File: src/verilog/pio_port_pkg.sv
package pio_port_pkg;

   // ----------------------------------------------------------------
   // sizes and codes
   // ----------------------------------------------------------------
   localparam int         LINE_COUNT = 32;
   localparam int         HALF_WIDTH = 16;
   localparam logic [1:0] MODE_ALT   = 2'h0;
   localparam logic [1:0] MODE_IN    = 2'h1;
   localparam logic [1:0] MODE_OUT   = 2'h2;

   // ----------------------------------------------------------------
   // reset values
   // ----------------------------------------------------------------
   // pull-down on lines 5..8, pull-up elsewhere; fixed, never written
   localparam logic [31:0] PULL_UP_MAP    = 32'hFFFF_FE1F;
   localparam logic [1:0]  RESET_MODE     = 2'h1;
   localparam logic [31:0] RESET_OUT_DATA = 32'h0000_0000;
   localparam logic [15:0] RESET_STATUS   = 16'h0000;

   // ----------------------------------------------------------------
   // carriers
   // ----------------------------------------------------------------
   typedef struct packed {
      logic [4:0] line;
      logic [1:0] mode;
   } mode_cmd_type;

   typedef struct packed {
      logic [4:0] line;
      logic       value;
   } write_cmd_type;

   typedef struct packed {
      logic [31:0] out;
      logic [31:0] oe;
      logic [31:0] pull_up;
      logic [31:0] pull_down;
   } pad_drive_type;

endpackage

File: src/verilog/programmable_io_port.sv
module programmable_io_port
   import pio_port_pkg::*;
#(
   parameter int LINES = LINE_COUNT
) (
   input  wire logic          CLK_SYS,
   input  wire logic          RST_N,
   input  wire logic          MODE_WE,
   input  wire mode_cmd_type  MODE_CMD,
   input  wire logic          PIN_WE,
   input  wire write_cmd_type PIN_CMD,
   input  wire logic          STATUS_RE,
   input  wire logic          STATUS_SEL,
   output logic [15:0]        STATUS_DATA,
   output logic               STATUS_VALID,
   input  wire logic [31:0]   ALT_OUT,
   input  wire logic [31:0]   ALT_OE,
   output logic [31:0]        ALT_IN,
   input  wire logic [31:0]   PAD_IN,
   output pad_drive_type      PAD_DRIVE
);

   // ----------------------------------------------------------------
   // parameter check
   // ----------------------------------------------------------------
   if (LINES != LINE_COUNT) begin : g_bad_lines
      $error("LINES must be 32");
   end

   // ----------------------------------------------------------------
   // state
   // ----------------------------------------------------------------
   logic [1:0]  mode_r   [LINES];
   logic [1:0]  mode_nxt [LINES];
   logic [31:0] out_r;
   logic [31:0] out_nxt;
   logic [31:0] pad_s1_r;
   logic [31:0] pad_s2_r;
   logic [15:0] status_r;
   logic [15:0] status_nxt;
   logic        valid_r;
   logic        valid_nxt;

   // ----------------------------------------------------------------
   // next-state logic
   // ----------------------------------------------------------------
   always_comb begin
      for (int i = 0; i < LINES; i++) begin
         mode_nxt[i] = mode_r[i];
      end
      // code 3 is unused; ignored so a line never lands in no mode
      if (MODE_WE && MODE_CMD.mode != 2'h3) begin
         mode_nxt[MODE_CMD.line] = MODE_CMD.mode;
      end
      out_nxt = out_r;
      // latch kept even when not output; only pins in output mode show it
      if (PIN_WE) begin
         out_nxt[PIN_CMD.line] = PIN_CMD.value;
      end
      status_nxt = status_r;
      valid_nxt  = STATUS_RE;
      if (STATUS_RE) begin
         status_nxt = STATUS_SEL ? pad_s2_r[31:16] : pad_s2_r[15:0];
      end
   end

   always_ff @(posedge CLK_SYS or negedge RST_N) begin
      if (!RST_N) begin
         for (int i = 0; i < LINE_COUNT; i++) begin
            mode_r[i] <= RESET_MODE;
         end
         out_r    <= RESET_OUT_DATA;
         pad_s1_r <= 32'h0000_0000;
         pad_s2_r <= 32'h0000_0000;
         status_r <= RESET_STATUS;
         valid_r  <= 1'b0;
      end else begin
         mode_r   <= mode_nxt;
         out_r    <= out_nxt;
         pad_s1_r <= PAD_IN;
         pad_s2_r <= pad_s1_r;
         status_r <= status_nxt;
         valid_r  <= valid_nxt;
      end
   end

   // ----------------------------------------------------------------
   // per-line pad steering
   // ----------------------------------------------------------------
   for (genvar g = 0; g < LINES; g++) begin : g_line
      always_comb begin
         unique case (mode_r[g])
            MODE_ALT: begin
               PAD_DRIVE.out[g]       = ALT_OUT[g];
               PAD_DRIVE.oe[g]        = ALT_OE[g];
               PAD_DRIVE.pull_up[g]   = 1'b0;
               PAD_DRIVE.pull_down[g] = 1'b0;
            end
            MODE_OUT: begin
               PAD_DRIVE.out[g]       = out_r[g];
               PAD_DRIVE.oe[g]        = 1'b1;
               PAD_DRIVE.pull_up[g]   = 1'b0;
               PAD_DRIVE.pull_down[g] = 1'b0;
            end
            default: begin
               // input mode, and any stray code, is safe undriven input
               PAD_DRIVE.out[g]       = 1'b0;
               PAD_DRIVE.oe[g]        = 1'b0;
               PAD_DRIVE.pull_up[g]   = PULL_UP_MAP[g];
               PAD_DRIVE.pull_down[g] = !PULL_UP_MAP[g];
            end
         endcase
      end
   end

   // peripheral sees the synchronised pad only while its line is alternate
   always_comb begin
      for (int i = 0; i < LINES; i++) begin
         ALT_IN[i] = (mode_r[i] == MODE_ALT) ? pad_s2_r[i] : 1'b0;
      end
   end

   assign STATUS_DATA  = status_r;
   assign STATUS_VALID = valid_r;

endmodule // programmable_io_port
File: config.mk
export PLATFORM = sky130hd
export DESIGN_NAME = programmable_io_port
export DESIGN_NICKNAME = d
export VERILOG_FILES = /design/src/verilog/pio_port_pkg.sv /design/src/verilog/programmable_io_port.sv
export SDC_FILE = /design/constraint.sdc
export NUM_CORES = 1
export LEC_CHECK = 0
export BUFFER_PORTS_ARGS = -buffer_cell sky130_fd_sc_hd__buf_2
export CORE_MARGIN = 2
export CORE_UTILIZATION = 45
export CTS_CLUSTER_DIAMETER = 200
export DETAILED_ROUTE_END_ITERATION = 16
export GPL_ROUTABILITY_DRIVEN = 0
export HOLD_SLACK_MARGIN = 0.02
export PLACE_DENSITY_LB_ADDON = 0.05
export SLEW_MARGIN = 20
export SYNTH_ARGS = -nofsm -noshare
export SYNTH_HDL_FRONTEND = slang
export SYNTH_SLANG_ARGS = --single-unit
File: constraint.sdc
create_clock -name CLK_SYS -period 0.8 [get_ports CLK_SYS]
set_input_delay 0.12 -clock CLK_SYS [delete_from_list [all_inputs] [get_ports CLK_SYS]]
set_output_delay 0.12 -clock CLK_SYS [all_outputs]
set_load 0.1 [all_outputs]
==> impl_table.tex <==
\begin{tabular}{lr}
\hline
Metric & Value \\
\hline
\multicolumn{2}{l}{\textbf{Run status}} \\
\quad Result of the run & finished with violations \\
\quad Failing checks & setup timing \\
\multicolumn{2}{l}{\textbf{Synth}} \\
\quad Count of yosys warnings during synthesis & 0 \\
\quad Proportion of synthesized chip area in sequential cells & a little under three fifths \\
\quad Netlist Area Pre-Place & about 8000 µm² \\
\quad Number of synthesized register bits & $\sim$180 \\
\quad Count of unique library cells instantiated by Yosys & 34 \\
\quad Gate count after technology mapping & 670 \\
\quad Average footprint of a synthesized cell & between 10 and 15 µm² \\
\multicolumn{2}{l}{\textbf{Floorplan}} \\
\quad \# IOs & about 290 \\
\quad Die area & between 15,000 and 20,000 µm² \\
\quad Standard-cell rows & 48 \\
\quad Die span in y & approximately 140 µm \\
\quad Area of the placeable core & between 15,000 and 20,000 µm² \\
\quad Die extent in x & 136 µm \\
\quad Initial standard-cell utilization of the core & a little under half \\
\multicolumn{2}{l}{\textbf{Critical path}} \\
\quad Slowest stage delay, CP & between 400 and 500 ps \\
\quad Gate family responsible for the most delay along the worst path & flip-flops \\
\quad Critical Path End Type & primary output \\
\quad Cell type of the slowest stage on the worst timing path & sky130\_fd\_sc\_hd\_\_dfrtp\_2 \\
\quad CP startpoint kind & flop \\
\quad Arr. time, crit path & around 1500 ps \\
\quad Classification of the worst setup path & reg2out \\
\quad Peak fanout along the critical path & 4 \\
\quad Worst Path Buf+Inv & 1 \\
\quad Required @ worst endpoint & just under 700 ps \\
\quad Cells along the critical path & mux2i\_2, nor2\_4, buf\_12 \\
\multicolumn{2}{l}{\textbf{Cells and area}} \\
\quad Total area of sequential cells & 4580 µm² \\
\quad Post-route insts no fill & around 1,300 \\
\quad Area of the multi-input gates & roughly 5000 µm² \\
\quad Count of antenna diodes in the layout & 0 \\
\quad Area growth, synth to finish & 95.1\% \\
\quad Nets & 1,146 \\
\quad Most used cells in the layout excluding fill and tap cells & sky130\_fd\_sc\_hd\_\_buf\_12, sky130\_fd\_sc\_hd\_\_buf\_2, sky130\_fd\_sc\_hd\_\_dfrtp\_1 \\
\quad Leading cell type in the layout, fill and taps excluded & sky130\_fd\_sc\_hd\_\_buf\_12 \\
\quad Share of cells above drive strength 1 & around 78\% \\
\quad Filler cell count in the final layout & 632 \\
\multicolumn{2}{l}{\textbf{Drt}} \\
\quad Final wirelength & $\sim$30,000 µm \\
\quad Vias/cell & 5.45 \\
\quad Antenna-violating nets left & 0 \\
\quad Number of iterations in the first detailed-routing pass & 6 \\
\quad Average detailed-routed wire length per instance & 23.7 µm \\
\quad Number of DRC violations after detailed-routing iteration 0 & just under 400 \\
\quad Count of vias placed by the detailed router & roughly 6,900 \\
\quad Post-route DRC & 0 \\
\multicolumn{2}{l}{\textbf{STA}} \\
\quad Slew margin rel. & 56.5\% \\
\quad Number of hold-slack violations in the final timing report & 0 \\
\quad Clock tree skew after final layout & roughly 11 ps \\
\quad Final max-slew violation count & 0 \\
\quad Setup tns final & -105,510 ps \\
\quad RSZ-0062 raised after global routing & yes \\
\quad Peak Freq & 623 MHz \\
\quad Setup Viol. Count Final & roughly 240 \\
\quad Fraction of the cycle the final worst path needs & 201\% \\
\quad Final worst path period need & $\sim$1600 ps \\
\quad Transition time of the tightest slew-check pin & approximately 650 ps \\
\quad Post-route worst setup slack & -806 ps \\
\multicolumn{2}{l}{\textbf{Global routing}} \\
\quad Grt met2 use & 50.3\% \\
\quad Largest net degree at the start of global routing & 33 \\
\quad Vias in the first global route & 7,200 \\
\quad Global-route usage over all layers & 28.8\% \\
\quad Global Route met1 Usage & between 30\% and 40\% \\
\quad Fraction of met3 tracks used by global routing & 6.67\% \\
\quad First-pass GRT wire length & $\sim$40,000 µm \\
\quad Remaining global-route overflow & 0 \\
\quad Antenna violations before repair & 0 \\
\quad Grt peak-use layer & met2 \\
\multicolumn{2}{l}{\textbf{Flow run}} \\
\quad Maxcap violations & 0 \\
\multicolumn{2}{l}{\textbf{Clock tree}} \\
\quad Clock transition time at the flip-flop clock pins of the worst setup and hold paths & about 70 ps \\
\quad CTS tree & done \\
\quad Library cell used as clock root buffer & sky130\_fd\_sc\_hd\_\_clkbuf\_16 \\
\quad Number of buffers created by CTS & 17 \\
\quad Clock insertion delay at the later pin of the skew report & around 430 ps \\
\quad Clock sink count & between 150 and 200 \\
\quad Maximum buffer depth of the clock tree & 2 \\
\quad H-tree depth & 4 \\
\multicolumn{2}{l}{\textbf{Placement}} \\
\quad Port Buffers & between 200 and 300 \\
\quad Number of instances in the placed design & 1,167 \\
\quad Estimated wirelength of the detail-placed design & between 15,000 and 20,000 µm \\
\multicolumn{2}{l}{\textbf{Power and ir drop}} \\
\quad Static leakage & just under 7 nW \\
\quad Maximum VDD drop & 2.05 mV \\
\quad Areal power density over the cells & between 2000 and 3000 nW/µm² \\
\multicolumn{2}{l}{\textbf{Worst hold path}} \\
\quad Worst min-delay path category & in2reg \\
\hline
\end{tabular}
[path summary, 6_finish.rpt]
path	slack, ps	from	cells past startpoint	to
worst max-delay path	-810	mode_r[59]	3	PAD_DRIVE[98]
worst min-delay path	110	STATUS_RE	3	STATUS_DATA[0]
worst max register to register	-270	mode_r[35]	3	mode_r[35]
worst min register to register	350	pad_s1_r[12]	0	pad_s2_r[12]
max in group asynchronous	110	RST_N	3	mode_r[12]
min in group asynchronous	160	RST_N	2	STATUS_DATA[4]
[layout make-up]
type	instances	area share (%)
clock buffer	18	2.85
tap	225	1.83
timing repair buffer	398	32.7
clock inverter	14	0.699
multi-input combinational	437	32.2
sequential	177	29.7
[report_power, final]
group / switching, W / leakage (nW) / internal [W]
clock: 0.00372 / 0.263 / 0.00410
combinational: 0.0136 / 4.44 / 0.00859
sequential: 0.00249 / 2.03 / 0.0105
[synth_stat cells]
cell | instances | area (µm²)
sky130_fd_sc_hd__nor3_2 | 1 | 10.0
sky130_fd_sc_hd__nor2b_1 | 1 | 6.26
sky130_fd_sc_hd__and3b_1 | 3 | 26.3
sky130_fd_sc_hd__nor3b_1 | 36 | 270
sky130_fd_sc_hd__and4bb_2 | 3 | 37.5
sky130_fd_sc_hd__nand3b_1 | 5 | 37.5
sky130_fd_sc_hd__a21oi_1 | 16 | 80.1
sky130_fd_sc_hd__nand2_1 | 21 | 78.8
sky130_fd_sc_hd__nor3b_2 | 4 | 50.1
sky130_fd_sc_hd__and4b_1 | 2 | 20.0
sky130_fd_sc_hd__a21bo_4 | 1 | 16.3
sky130_fd_sc_hd__mux2_2 | 90 | 1010
sky130_fd_sc_hd__buf_4 | 36 | 270
sky130_fd_sc_hd__nand4_1 | 4 | 25.0
sky130_fd_sc_hd__nor4b_2 | 2 | 30.0
sky130_fd_sc_hd__clkbuf_1 | 44 | 165
sky130_fd_sc_hd__conb_1 | 1 | 3.75
sky130_fd_sc_hd__a21boi_2 | 1 | 11.3
sky130_fd_sc_hd__buf_2 | 7 | 35.0
sky130_fd_sc_hd__nor2_1 | 131 | 492
sky130_fd_sc_hd__a211oi_2 | 1 | 12.5
sky130_fd_sc_hd__nand3_1 | 17 | 85.1
sky130_fd_sc_hd__a211o_1 | 1 | 8.76
sky130_fd_sc_hd__mux2i_1 | 48 | 480
sky130_fd_sc_hd__and3_1 | 1 | 6.26
sky130_fd_sc_hd__and4_1 | 1 | 8.76
sky130_fd_sc_hd__and4bb_1 | 1 | 12.5
sky130_fd_sc_hd__mux2_1 | 6 | 67.6
sky130_fd_sc_hd__nand4b_1 | 3 | 26.3
sky130_fd_sc_hd__nor3_1 | 3 | 15.0
sky130_fd_sc_hd__dfstp_2 | 32 | 841
sky130_fd_sc_hd__a21oi_2 | 1 | 8.76
sky130_fd_sc_hd__dfrtp_1 | 145 | 3630
sky130_fd_sc_hd__or3b_2 | 1 | 8.76
[flip-flops by register name, indices dropped and copies added (netlist names)]
name / cells
pad_s1_r: 32
STATUS_VALID: 1
pad_s2_r: 32
mode_r: 64
STATUS_DATA: 16
out_r: 32
[routing by layer]
layer	routed length, µm	up-vias
li1	-	2934
met1	11300	3563
met2	16100	354
met3	1800	63
met4	836	0
met5	0	-
[metrics by stage]
stage / utilization, % / total power, W / cell area (µm²) / setup WS, ps / hold slack [ps]
finish: 89.3 / 0.0429 / 15400 / -806 / 112
global route: 89.3 / 0.0440 / 15400 / -841 / 117
CTS: 85.6 / 0.0420 / 14800 / -781 / 87.3
detailed placement: 76.3 / 0.0331 / 13200 / -602 / 16.6
global placement: 76.3 / 0.0328 / 13200 / -544 / 14.3
floorplan: - / 0.0260 / 9400 / -577 / -176
[logic make-up (layout without fill, tap and decap cells)]
family / Yosys count / in the layout / synth area share, %
flops: 177 / 177 / 56.7
mux: 144 / 144 / 19.8
buf+inv: 87 / 430 / 5.96
simple gates: 240 / 240 / 15.8
other cells: 1 / 32 / 0.0475
compound gates: 21 / 21 / 1.74
[repair_timing]
item / 4_1_cts / 5_1_grt
setup endpoints to repair: 239 / 253
setup buffers: 19 / 32
hold buffers: 34 / 0
hold endpoints to repair: 188 / 0
resized for setup: 194 / 125
pin swaps: 79 / 42
[worst reg2reg max path: stages (launching register included)]
cell and delay (ps):
sky130_fd_sc_hd__dfrtp_2 460, sky130_fd_sc_hd__buf_6 140, sky130_fd_sc_hd__buf_6 100, sky130_fd_sc_hd__mux2_4 260
Power figures use the tool's default switching activity.
